[src/clock_gate_consts.svh]
// register offsets, field positions, reset values and masks of the clock gate block
`ifndef CLOCK_GATE_CONSTS_SVH
`define CLOCK_GATE_CONSTS_SVH

`define ADDR_W            16
`define OFS_SYS_SET       16'h0000
`define OFS_SYS_CLEAR     16'h0004
`define OFS_SYS_STATE     16'h0008
`define OFS_PER_SET_LO    16'h0010
`define OFS_PER_CLEAR_LO  16'h0014
`define OFS_PER_STATE_LO  16'h0018
`define OFS_MAIN_OSC      16'h0020
`define OFS_MAIN_FREQ     16'h0024
`define OFS_PLL_SETUP     16'h0028
`define OFS_MCK_SELECT    16'h0030
`define OFS_USB_SETUP     16'h0038
`define OFS_PCK_ZERO      16'h0040
`define OFS_PCK_ONE       16'h0044
`define OFS_PCK_TWO       16'h0048
`define OFS_IRQ_SET       16'h0060
`define OFS_IRQ_CLEAR     16'h0064
`define OFS_CTRL_STATE    16'h0068
`define OFS_IRQ_STATE     16'h006c
`define OFS_WAKE_SRC      16'h0070
`define OFS_WAKE_POL      16'h0074
`define OFS_FAULT_CLEAR   16'h0078
`define OFS_GUARD_MODE    16'h00e4
`define OFS_GUARD_STATE   16'h00e8
`define OFS_PER_SET_HI    16'h0100
`define OFS_PER_CLEAR_HI  16'h0104
`define OFS_PER_STATE_HI  16'h0108
`define OFS_RC_TRIM       16'h0110
`define OFS_PLL_LIMIT     16'h0130

`define USB_PORT_BIT      7
`define PCK_ZERO_BIT      8
`define GUARD_ENABLE_BIT  0
`define GUARD_VIOL_BIT    0
`define GUARD_SRC_LSB     8

`define SYS_STATE_MASK    32'h0000_0780
`define PER_LO_MASK       32'hffff_ff80
`define PER_HI_MASK       32'h0000_003f

`define RST_SYS_STATE     32'h0000_0001
`define RST_PER_STATE     32'h0000_0000
`define RST_MAIN_OSC      32'h0000_0008
`define RST_PLL_SETUP     32'h0000_3f00
`define RST_MCK_SELECT    32'h0000_0001
`define RST_CTRL_STATE    32'h0001_0008
`define RST_PLL_LIMIT     32'h07ff_07ff
`define RST_RC_TRIM       32'h0040_4040
`define RST_ZERO          32'h0000_0000

`define RW_COUNT          13

`endif

[src/clock_gate_pkg.sv]
// types and decode helpers of the clock gate block
`include "clock_gate_consts.svh"
package clock_gate_pkg;

  typedef logic [`ADDR_W-1:0] addr_t;

  // bus channel state, gray coded
  typedef enum logic [1:0] {
    ST_IDLE = 2'b00,
    ST_RESP = 2'b01
  } busState_e;

  // byte enables widened to a bit mask
  function automatic logic [31:0] strbMask(input logic [3:0] strb);
    strbMask = {{8{strb[3]}}, {8{strb[2]}}, {8{strb[1]}}, {8{strb[0]}}};
  endfunction : strbMask

  // registers that the write guard covers
  function automatic logic isGuarded(input addr_t a);
    case (a)
      `OFS_SYS_SET, `OFS_SYS_CLEAR, `OFS_PER_SET_LO, `OFS_PER_CLEAR_LO,
      `OFS_MAIN_OSC, `OFS_PLL_SETUP, `OFS_MCK_SELECT, `OFS_USB_SETUP,
      `OFS_PCK_ZERO, `OFS_PCK_ONE, `OFS_PCK_TWO, `OFS_WAKE_SRC, `OFS_WAKE_POL,
      `OFS_PER_SET_HI, `OFS_PER_CLEAR_HI, `OFS_RC_TRIM,
      `OFS_PLL_LIMIT: isGuarded = 1'b1;
      default:        isGuarded = 1'b0;
    endcase
  endfunction : isGuarded

  // write-only registers, which read as zero
  function automatic logic isWriteOnly(input addr_t a);
    case (a)
      `OFS_SYS_SET, `OFS_SYS_CLEAR, `OFS_PER_SET_LO, `OFS_PER_CLEAR_LO,
      `OFS_IRQ_SET, `OFS_IRQ_CLEAR, `OFS_FAULT_CLEAR, `OFS_PER_SET_HI,
      `OFS_PER_CLEAR_HI: isWriteOnly = 1'b1;
      default:           isWriteOnly = 1'b0;
    endcase
  endfunction : isWriteOnly

  // slot of a plain read/write register in the storage array
  function automatic logic [3:0] rwSlot(input addr_t a);
    case (a)
      `OFS_MAIN_OSC:   rwSlot = 4'h0;
      `OFS_MAIN_FREQ:  rwSlot = 4'h1;
      `OFS_PLL_SETUP:  rwSlot = 4'h2;
      `OFS_MCK_SELECT: rwSlot = 4'h3;
      `OFS_USB_SETUP:  rwSlot = 4'h4;
      `OFS_PCK_ZERO:   rwSlot = 4'h5;
      `OFS_PCK_ONE:    rwSlot = 4'h6;
      `OFS_PCK_TWO:    rwSlot = 4'h7;
      `OFS_WAKE_SRC:   rwSlot = 4'h8;
      `OFS_WAKE_POL:   rwSlot = 4'h9;
      `OFS_RC_TRIM:    rwSlot = 4'ha;
      `OFS_PLL_LIMIT:  rwSlot = 4'hb;
      `OFS_GUARD_MODE: rwSlot = 4'hc;
      default:         rwSlot = 4'hf;
    endcase
  endfunction : rwSlot

  // reset value of each storage slot
  function automatic logic [31:0] rwReset(input int slot);
    case (slot)
      0:       rwReset = `RST_MAIN_OSC;
      2:       rwReset = `RST_PLL_SETUP;
      3:       rwReset = `RST_MCK_SELECT;
      10:      rwReset = `RST_RC_TRIM;
      11:      rwReset = `RST_PLL_LIMIT;
      default: rwReset = `RST_ZERO;
    endcase
  endfunction : rwReset

endpackage : clock_gate_pkg

[src/reg_access_if.sv]
// register access strobes between the bus slave and the register core
`timescale 1ns/1ps
interface reg_access_if;
  import clock_gate_pkg::*;
  logic        wrEn;
  addr_t       wrAddr;
  logic [31:0] wrData;
  logic [3:0]  wrStrb;
  logic        wrHit;
  logic        rdEn;
  addr_t       rdAddr;
  logic [31:0] rdData;
  logic        rdHit;

  modport bus  (output wrEn, wrAddr, wrData, wrStrb, rdEn, rdAddr,
                input  wrHit, rdData, rdHit);
  modport core (input  wrEn, wrAddr, wrData, wrStrb, rdEn, rdAddr,
                output wrHit, rdData, rdHit);
endinterface : reg_access_if

[src/axi_lite_slave.sv]
// axi4-lite slave turning bus transfers into one-cycle register strobes
`timescale 1ns/1ps
`include "clock_gate_consts.svh"
module axi_lite_slave
  import clock_gate_pkg::*;
(
  input  wire logic        clk_sys,
  input  wire logic        reset_n,
  input  wire logic        awvalid,
  output logic             awready,
  input  wire addr_t       awaddr,
  input  wire logic        wvalid,
  output logic             wready,
  input  wire logic [31:0] wdata,
  input  wire logic [3:0]  wstrb,
  output logic             bvalid,
  input  wire logic        bready,
  output logic [1:0]       bresp,
  input  wire logic        arvalid,
  output logic             arready,
  input  wire addr_t       araddr,
  output logic             rvalid,
  input  wire logic        rready,
  output logic [31:0]      rdata,
  output logic [1:0]       rresp,
  reg_access_if.bus        regs
);
  busState_e   wrStateQ, rdStateQ;
  logic        awHeldQ, wHeldQ;
  addr_t       awAddrQ;
  logic [31:0] wDataQ;
  logic [3:0]  wStrbQ;

  // strobes toward the core; read address is taken straight off the channel
  assign regs.wrEn   = (wrStateQ == ST_IDLE) && awHeldQ && wHeldQ;
  assign regs.wrAddr = awAddrQ;
  assign regs.wrData = wDataQ;
  assign regs.wrStrb = wStrbQ;
  assign regs.rdEn   = arvalid && arready;
  assign regs.rdAddr = araddr;

  // write side: address and data caught in either order, then one response
  always_ff @(posedge clk_sys or negedge reset_n) begin
    if (!reset_n) begin
      wrStateQ <= ST_IDLE;
      awHeldQ  <= 1'b0;
      wHeldQ   <= 1'b0;
      awready  <= 1'b1;
      wready   <= 1'b1;
      awAddrQ  <= '0;
      wDataQ   <= '0;
      wStrbQ   <= '0;
      bvalid   <= 1'b0;
      bresp    <= 2'b00;
    end else begin
      if (awvalid && awready) begin
        awAddrQ <= {awaddr[`ADDR_W-1:2], 2'b00};
        awHeldQ <= 1'b1;
        awready <= 1'b0;
      end
      if (wvalid && wready) begin
        wDataQ <= wdata;
        wStrbQ <= wstrb;
        wHeldQ <= 1'b1;
        wready <= 1'b0;
      end
      unique case (wrStateQ)
        ST_IDLE: if (regs.wrEn) begin
          awHeldQ  <= 1'b0;
          wHeldQ   <= 1'b0;
          bvalid   <= 1'b1;
          bresp    <= regs.wrHit ? 2'b00 : 2'b10; // unmapped: slave error
          wrStateQ <= ST_RESP;
        end
        ST_RESP: if (bready) begin
          bvalid   <= 1'b0;
          awready  <= 1'b1;
          wready   <= 1'b1;
          wrStateQ <= ST_IDLE;
        end
      endcase
    end
  end

  // read side: data sampled in the cycle the address is taken
  always_ff @(posedge clk_sys or negedge reset_n) begin
    if (!reset_n) begin
      rdStateQ <= ST_IDLE;
      arready  <= 1'b1;
      rvalid   <= 1'b0;
      rdata    <= '0;
      rresp    <= 2'b00;
    end else begin
      unique case (rdStateQ)
        ST_IDLE: if (regs.rdEn) begin
          arready  <= 1'b0;
          rvalid   <= 1'b1;
          rdata    <= regs.rdData;
          rresp    <= regs.rdHit ? 2'b00 : 2'b10;
          rdStateQ <= ST_RESP;
        end
        ST_RESP: if (rready) begin
          rvalid   <= 1'b0;
          arready  <= 1'b1;
          rdStateQ <= ST_IDLE;
        end
      endcase
    end
  end
endmodule : axi_lite_slave

[src/clock_gate_bits.sv]
// set/clear clock enable bits with a mask of implemented positions
`timescale 1ns/1ps
module clock_gate_bits #(
  parameter logic [31:0] RESET_VAL = 32'h0000_0000,
  parameter logic [31:0] IMPL_MASK = 32'hffff_ffff
) (
  input  wire logic        clk_sys,
  input  wire logic        reset_n,
  input  wire logic        setEn,
  input  wire logic        clrEn,
  input  wire logic [31:0] bits,
  output logic [31:0]      stateQ
);
  // ones set or clear, zeros and unimplemented positions hold
  always_ff @(posedge clk_sys or negedge reset_n) begin
    if (!reset_n) begin
      stateQ <= RESET_VAL;
    end else if (setEn) begin
      stateQ <= stateQ | (bits & IMPL_MASK);
    end else if (clrEn) begin
      stateQ <= stateQ & ~(bits & IMPL_MASK);
    end
  end
endmodule : clock_gate_bits

[src/clock_gate_register_interface.sv]
// register interface of the clock gate controller behind an axi4-lite slave
// How it works
// - a one in bit 7 of system_clock_set starts the 48 MHz usb port clock.
// - ones in bits 8..10 of system_clock_set start programmable outputs 0..2.
// - a one in bit 7 of system_clock_clear stops the usb port clock.
// - ones in bits 8..10 of system_clock_clear stop programmable outputs 0..2.
// - bit 7 of system_clock_state shows whether the usb port clock runs.
// - bits 8..10 of system_clock_state show which programmable outputs run.
// - ones in bits 7..31 of peripheral_clock_set_low start those peripheral clocks.
// - set or clear bits of peripherals that do not exist are ignored.
// - clock set and clear writes are dropped while the write guard is enabled.
// - system_clock_state reads 0x0000_0001 after reset.
// - peripheral_clock_state_low reads 0x0000_0000 after reset.
// - ones in bits 7..31 of peripheral_clock_clear_low stop those clocks.
// - a dropped write sets the violation flag and records the offset.
// - reading write_guard_state clears the violation flag unless a write is dropped in the same cycle.
//
// Decided for this implementation: the AXI4-Lite interface to the registers.
`timescale 1ns/1ps
`include "clock_gate_consts.svh"
module clock_gate_register_interface
  import clock_gate_pkg::*;
(
  input  wire logic        clk_sys,
  input  wire logic        reset_n,
  input  wire logic        awvalid,
  output logic             awready,
  input  wire addr_t       awaddr,
  input  wire logic [2:0]  awprot,
  input  wire logic        wvalid,
  output logic             wready,
  input  wire logic [31:0] wdata,
  input  wire logic [3:0]  wstrb,
  output logic             bvalid,
  input  wire logic        bready,
  output logic [1:0]       bresp,
  input  wire logic        arvalid,
  output logic             arready,
  input  wire addr_t       araddr,
  input  wire logic [2:0]  arprot,
  output logic             rvalid,
  input  wire logic        rready,
  output logic [31:0]      rdata,
  output logic [1:0]       rresp,
  output logic             usbPortClockEn,
  output logic [2:0]       progClockOutEn,
  output logic [31:0]      peripheralClockEnLow,
  output logic [31:0]      peripheralClockEnHigh,
  output logic             writeGuardViolation
);
  reg_access_if regs ();

  logic [31:0] sysStateQ;
  logic [31:0] perLoQ;
  logic [31:0] perHiQ;
  logic [31:0] rwQ [0:`RW_COUNT-1];
  logic        guardViolQ;
  addr_t       guardSrcQ;
  logic [31:0] wrBits;
  logic        guardOn;
  logic        blocked;
  logic        accept;
  logic        guardRead;
  logic [3:0]  wrSlot;

  // protection level bits are not used by this block
  logic unusedProt;
  assign unusedProt = ^{awprot, arprot};

  axi_lite_slave u_bus (
    .clk_sys (clk_sys),
    .reset_n (reset_n),
    .awvalid (awvalid),
    .awready (awready),
    .awaddr  (awaddr),
    .wvalid  (wvalid),
    .wready  (wready),
    .wdata   (wdata),
    .wstrb   (wstrb),
    .bvalid  (bvalid),
    .bready  (bready),
    .bresp   (bresp),
    .arvalid (arvalid),
    .arready (arready),
    .araddr  (araddr),
    .rvalid  (rvalid),
    .rready  (rready),
    .rdata   (rdata),
    .rresp   (rresp),
    .regs    (regs)
  );

  // write qualification against the guard
  assign wrBits    = regs.wrData & strbMask(regs.wrStrb);
  assign guardOn   = rwQ[4'hc][`GUARD_ENABLE_BIT];
  assign blocked   = regs.wrEn && guardOn && isGuarded(regs.wrAddr);
  assign accept    = regs.wrEn && !blocked;
  assign wrSlot    = rwSlot(regs.wrAddr);
  assign guardRead = regs.rdEn && ({regs.rdAddr[`ADDR_W-1:2], 2'b00} == `OFS_GUARD_STATE);

  // system clocks: usb port clock and three programmable outputs
  clock_gate_bits #(
    .RESET_VAL (`RST_SYS_STATE),
    .IMPL_MASK (`SYS_STATE_MASK)
  ) u_sys (
    .clk_sys (clk_sys),
    .reset_n (reset_n),
    .setEn   (accept && regs.wrAddr == `OFS_SYS_SET),
    .clrEn   (accept && regs.wrAddr == `OFS_SYS_CLEAR),
    .bits    (wrBits),
    .stateQ  (sysStateQ)
  );

  // peripheral clocks 7..31
  clock_gate_bits #(
    .RESET_VAL (`RST_PER_STATE),
    .IMPL_MASK (`PER_LO_MASK)
  ) u_per_lo (
    .clk_sys (clk_sys),
    .reset_n (reset_n),
    .setEn   (accept && regs.wrAddr == `OFS_PER_SET_LO),
    .clrEn   (accept && regs.wrAddr == `OFS_PER_CLEAR_LO),
    .bits    (wrBits),
    .stateQ  (perLoQ)
  );

  // peripheral clocks of the upper bank
  clock_gate_bits #(
    .RESET_VAL (`RST_PER_STATE),
    .IMPL_MASK (`PER_HI_MASK)
  ) u_per_hi (
    .clk_sys (clk_sys),
    .reset_n (reset_n),
    .setEn   (accept && regs.wrAddr == `OFS_PER_SET_HI),
    .clrEn   (accept && regs.wrAddr == `OFS_PER_CLEAR_HI),
    .bits    (wrBits),
    .stateQ  (perHiQ)
  );

  // clock enables leave straight from the state flops
  assign usbPortClockEn        = sysStateQ[`USB_PORT_BIT];
  assign progClockOutEn        = sysStateQ[`PCK_ZERO_BIT+2:`PCK_ZERO_BIT];
  assign peripheralClockEnLow  = perLoQ;
  assign peripheralClockEnHigh = perHiQ;
  assign writeGuardViolation   = guardViolQ;

  // plain read/write storage, byte lanes honoured
  always_ff @(posedge clk_sys or negedge reset_n) begin
    if (!reset_n) begin
      for (int i = 0; i < `RW_COUNT; i++) begin
        rwQ[i] <= rwReset(i);
      end
    end else if (accept && wrSlot != 4'hf) begin
      rwQ[wrSlot] <= (rwQ[wrSlot] & ~strbMask(regs.wrStrb)) | wrBits;
    end
  end

  // violation flag and source; a new violation wins over the read clear
  always_ff @(posedge clk_sys or negedge reset_n) begin
    if (!reset_n) begin
      guardViolQ <= 1'b0;
      guardSrcQ  <= '0;
    end else if (blocked) begin
      guardViolQ <= 1'b1;
      guardSrcQ  <= regs.wrAddr;
    end else if (guardRead) begin
      guardViolQ <= 1'b0;
    end
  end

  // address map of writes: write-only and read/write offsets answer okay, even when blocked
  always_comb begin
    regs.wrHit = isWriteOnly(regs.wrAddr) || (wrSlot != 4'hf);
  end

  // read mux; write-only offsets read zero with no side effect
  always_comb begin
    regs.rdHit  = 1'b1;
    regs.rdData = 32'h0000_0000;
    case ({regs.rdAddr[`ADDR_W-1:2], 2'b00})
      `OFS_SYS_STATE:    regs.rdData = sysStateQ;
      `OFS_PER_STATE_LO: regs.rdData = perLoQ;
      `OFS_PER_STATE_HI: regs.rdData = perHiQ;
      `OFS_CTRL_STATE:   regs.rdData = `RST_CTRL_STATE;
      `OFS_IRQ_STATE:    regs.rdData = 32'h0000_0000;
      `OFS_GUARD_STATE:  regs.rdData = {8'h00, guardSrcQ, 7'h00, guardViolQ};
      default: begin
        if (isWriteOnly({regs.rdAddr[`ADDR_W-1:2], 2'b00})) begin
          regs.rdData = 32'h0000_0000;
        end else if (rwSlot({regs.rdAddr[`ADDR_W-1:2], 2'b00}) != 4'hf) begin
          regs.rdData = rwQ[rwSlot({regs.rdAddr[`ADDR_W-1:2], 2'b00})];
        end else begin
          regs.rdHit = 1'b0; // unmapped
        end
      end
    endcase
  end

  // accepted writes to the system and low peripheral banks, as the checks see them
  logic sysSetW, sysClrW, perSetW, perClrW;
  assign sysSetW = accept && regs.wrAddr == `OFS_SYS_SET;
  assign sysClrW = accept && regs.wrAddr == `OFS_SYS_CLEAR;
  assign perSetW = accept && regs.wrAddr == `OFS_PER_SET_LO;
  assign perClrW = accept && regs.wrAddr == `OFS_PER_CLEAR_LO;
endmodule : clock_gate_register_interface

[config.mk]
export PLATFORM = sky130hd
export DESIGN_NAME = clock_gate_register_interface
export DESIGN_NICKNAME = d
export VERILOG_FILES = /design/src/clock_gate_pkg.sv /design/src/reg_access_if.sv /design/src/axi_lite_slave.sv /design/src/clock_gate_bits.sv /design/src/clock_gate_register_interface.sv
export VERILOG_INCLUDE_DIRS = /design/src
export SDC_FILE = /design/constraint.sdc
export NUM_CORES = 1
export LEC_CHECK = 0
export BUFFER_PORTS_ARGS = -buffer_cell sky130_fd_sc_hd__buf_2
export CAP_MARGIN = 20
export CELL_PAD_IN_SITES_DETAIL_PLACEMENT = 1
export CELL_PAD_IN_SITES_GLOBAL_PLACEMENT = 1
export CORE_MARGIN = 3
export CORE_UTILIZATION = 44
export CTS_BUF_LIST = sky130_fd_sc_hd__clkbuf_2 sky130_fd_sc_hd__clkbuf_4 sky130_fd_sc_hd__clkbuf_8
export CTS_CLUSTER_SIZE = 40
export DETAILED_ROUTE_END_ITERATION = 8
export GPL_TIMING_DRIVEN = 0
export PLACE_DENSITY_LB_ADDON = 0.1
export SETUP_SLACK_MARGIN = 0.1
export SYNTH_ARGS = -nofsm -noshare
export SYNTH_HDL_FRONTEND = slang
export SYNTH_SLANG_ARGS = --single-unit
[constraint.sdc]
create_clock -name clk_sys -period 3 [get_ports clk_sys]
set_clock_uncertainty 0.05 [all_clocks]
set_input_delay 0.6 -clock clk_sys [delete_from_list [all_inputs] [get_ports clk_sys]]
set_output_delay 0.6 -clock clk_sys [all_outputs]
set_load 0.01 [all_outputs]
==> impl_metrics.ini <==
[yosys]
synth-seq-cells = 557
avgSynthCellArea_um2 = 9.341
syn-cell-area_mm2 = 0.02894
ys_seq_area_frac = 0.4832
yosys.area.top_type_share = 0.4505
yosysWarningCount = 0
yosysUniqueCellTypes = 87
synth-main-ff-cell = dfrtp_1
synth-async-reset-ratio = 1.000
synthesis.instances = 3098
synth_area_leaders = dfrtp_1 (45%), nand2_1 (6.5%), mux2i_1 (4.4%)
yosysTopAreaCell = dfrtp_1
synth_edf_count = 0

[floorplan]
start_util = 0.4465
core_mm2 = 0.06481
die_y_um = 262.5
rows = 93
dieArea_mm2 = 0.06888
num_io_pins = 191
die_w_um = 262.5

[sta]
timing.hold.ws_ps = 16.35
period_share = 1.167
setup_violations = 449
fin_crit_ps = 3502
maxClockFrequency_mhz = 285.6
slew_violations = 0
hold_viol = 0
fin_ws_ps = -501.6
rsz0062_at_grt = true
max_slew.worst_pin.slew_ps = 1281
maxSlewHeadroom = 0.1451

[worst_setup_path]
regToRegStartpoint = u_bus.regs.wrAddr[6]
path_buf_inv = 5
startpoint = u_bus.regs.wrAddr[6]
cp_max_fo = 8
required_ps = 3580
startpoint_type = flop
endpoint = rwQ[134]
path_depth = 13
path_class = flop to flop
cp.arrival_ps = 4080
cp_cell_sequence = nor4b_4, buf_4, nand2_2, nand2_8, o21a_1, buf_6, buf_12, buf_12, buf_6, a222oi_1, o21ai_1, a211oi_4, o31ai_2
ff2ff_setup_slack_ps = -500
cpLargestDelayFamily = compound AO/OA/AOI/OAI gates
r2r_end = rwQ[134]
slowest_stage = dfrtp_2
r2r_cells = 13
end_kind = flop
worst_path_largest_cell_delay_ps = 460

[clock_network]
cts_buffers = 101
ctsHtreeMaxLevel = 3
cts-root-buf = clkbuf_8
cts_tree = built
clock-sinks = 557
clk_latency_ps = 760
cts_buffer_depth = 3
clk_pin_slew_ps = 70

[run]
cap_violations = 0

[drt]
first_pass_iters = 7
via_per_inst = 7.172
dr.first_iter.drc_count = 5185
vias = 32820
antenna_left = 0
drc = 0
wirelength_um = 177000
wire_per_inst_um = 38.69

[pwr]
p_switching_mw = 11.30
clockPowerShare = 0.293
vdd_drop_max_v = 0.0005034
p_sw_frac = 0.4119
p_int_mw = 16.13
power_frac_comb = 0.367
leakage_nw = 16.89
power_frac_seq = 0.340
power_density_mw_per_mm2 = 683.0

[layout]
fin_util = 0.6197
syn_to_final_growth_pct = 38.79
nets = 3717
drive_gt1_frac = 0.3839
nFillCells = 7005
final_area_mm2 = 0.04016

[grt]
antenna_found_initial = 15
grt_max_degree = 122
grt_pass1_vias = 33350
globalRouteMet1Util = 0.5759
met3_usage = 0.2082
grtUsageMet2 = 0.7054
grt_overflow = 0
grt_util_all_layers = 0.4890
grt-busiest-layer = met2
grt_pass1_wl_um = 243200

[status]
violations = setup timing
status = complete, but fails checks

[placed_design]
placed_cell_area_mm2 = 0.03133
place.detailed.hpwl_um = 111400
gp_congestion = 1.075
io_buffers = 143

[hold_path]
hold_class = primary input to flop
## area by class of cell
class | count | area [µm²] | area share
well taps | 855 | 1070 | 0.02664
inverters | 72 | 277.8 | 0.006916
clock inverters | 14 | 172.7 | 0.004299
flip-flops and latches | 557 | 13990 | 0.3483
repair buffers | 383 | 3435 | 0.08552
clock buffers | 165 | 1996 | 0.04969
diodes | 9 | 22.52 | 0.0005608
plain buffers | 298 | 2669 | 0.06645
multi-input cells | 2223 | 16530 | 0.4116
## cells in the final DEF, fill, tap and decap left out, drive strengths merged, types with 59 or more instances in the layout
cell	n
inv	74
o21ai	492
nor2	128
dfrtp	521
mux2	69
nand4	72
nand2	513
a222oi	59
buf	520
a21oi	146
mux2i	126
clkbuf	318
## flip-flops by register name, indices dropped and copies added, names as in the netlist, named ones only
register and flops:
u_bus.awHeldQ 1, u_bus.regs.wrAddr 14, u_bus.wHeldQ 1, u_bus.bresp 1, writeGuardViolation 1, rwQ 415
u_bus.awready 1, u_bus.regs.wrData 32, u_bus.regs.wrStrb 4, guardSrcQ 14, u_bus.arready 1, u_bus.wrStateQ 1
u_bus.rdata 32, guardOn 1, u_bus.wready 1, u_bus.rresp 1, u_bus.rdStateQ 1
## cell families (layout without fill, tap and decap cells)
logic type | count (synthesis) | after routing | synth area share
other | 1 | 44 | 0.0001296
XOR/XNOR | 4 | 4 | 0.001211
AND/OR/NAND/NOR | 901 | 907 | 0.1425
multiplexers | 196 | 196 | 0.07121
flip-flops | 557 | 557 | 0.4832
AO/OA/AOI/OAI | 1058 | 1081 | 0.2436
buffers and inverters | 381 | 932 | 0.05815
## cell usage after synthesis, drive strengths merged, types with 5 or more instances
cell	number
dfrtp	521
nand2	508
o21ai	470
clkbuf	206
a21oi	146
nor2	128
mux2i	126
buf	103
inv	72
nand4	72
mux2	69
a222oi	59
o22ai	52
o221ai	51
a221oi	48
nand3	46
a221o	40
dfstp	36
nor3	35
a21o	33
o2111a	27
nor4	26
a31oi	22
o211ai	21
o31ai	21
nor2b	18
a211oi	14
o32ai	12
o21a	11
or2	11
nand2b	9
and3	8
and2	6
nor3b	5
nor4b	5
o2111ai	5
## routing by layer
layer / up-vias / wire [µm]
met4: 14 / 16400
met2: 2822 / 74080
met3: 975 / 24450
met1: 16450 / 61920
li1: 12560 / -
met5: - / 179
## metrics by stage
step | total power, mW | TNS (ps) | instances | worst slack, ps
after floorplan | 12.43 | 0 | 3132 | 91.52
after global placement | 14.97 | -6496600 | 4130 | -10340
after detailed placement | 15.25 | -628640 | 4155 | -2042
after CTS | 26.05 | -47790 | 4532 | -228.6
after global routing | 28.03 | -139520 | 4568 | -460.9
final | 27.43 | -123270 | 4576 | -501.6
## how the worst min path moves through the flow
stage,end,start,cells past startpoint
after floorplan,asynchronous set/reset pin,reset_n,0
after global placement,rwQ[332],rwQ[332],2
after detailed placement,asynchronous set/reset pin,reset_n,1
after CTS,u_bus.regs.wrData[4],wdata[4],2
after global routing,u_bus.regs.wrData[11],wdata[11],2
final,u_bus.regs.wrData[23],wdata[23],2
## what timing repair did
item                                    in CTS  in global routing
cloned                                      43                  5
hold buffers                                 6                  0
setup buffers                              159                 34
pin swaps                                  400                121
endpoints found under the hold margin       36                  0
endpoints found under the setup margin     499                481
resized for setup                          985                367
## power groups by stage
stage | Clock, mW | Sequential [mW] | Combinational, mW
2_1_floorplan | 0 | 8.79 | 3.64
3_3_place_gp | 0 | 8.91 | 6.06
3_5_place_dp | 0 | 8.95 | 6.30
4_1_cts | 7.97 | 9.16 | 8.92
5_1_grt | 8.34 | 9.33 | 10.4
6_report | 8.04 | 9.32 | 10.1
(Power assumes the default switching activity.)
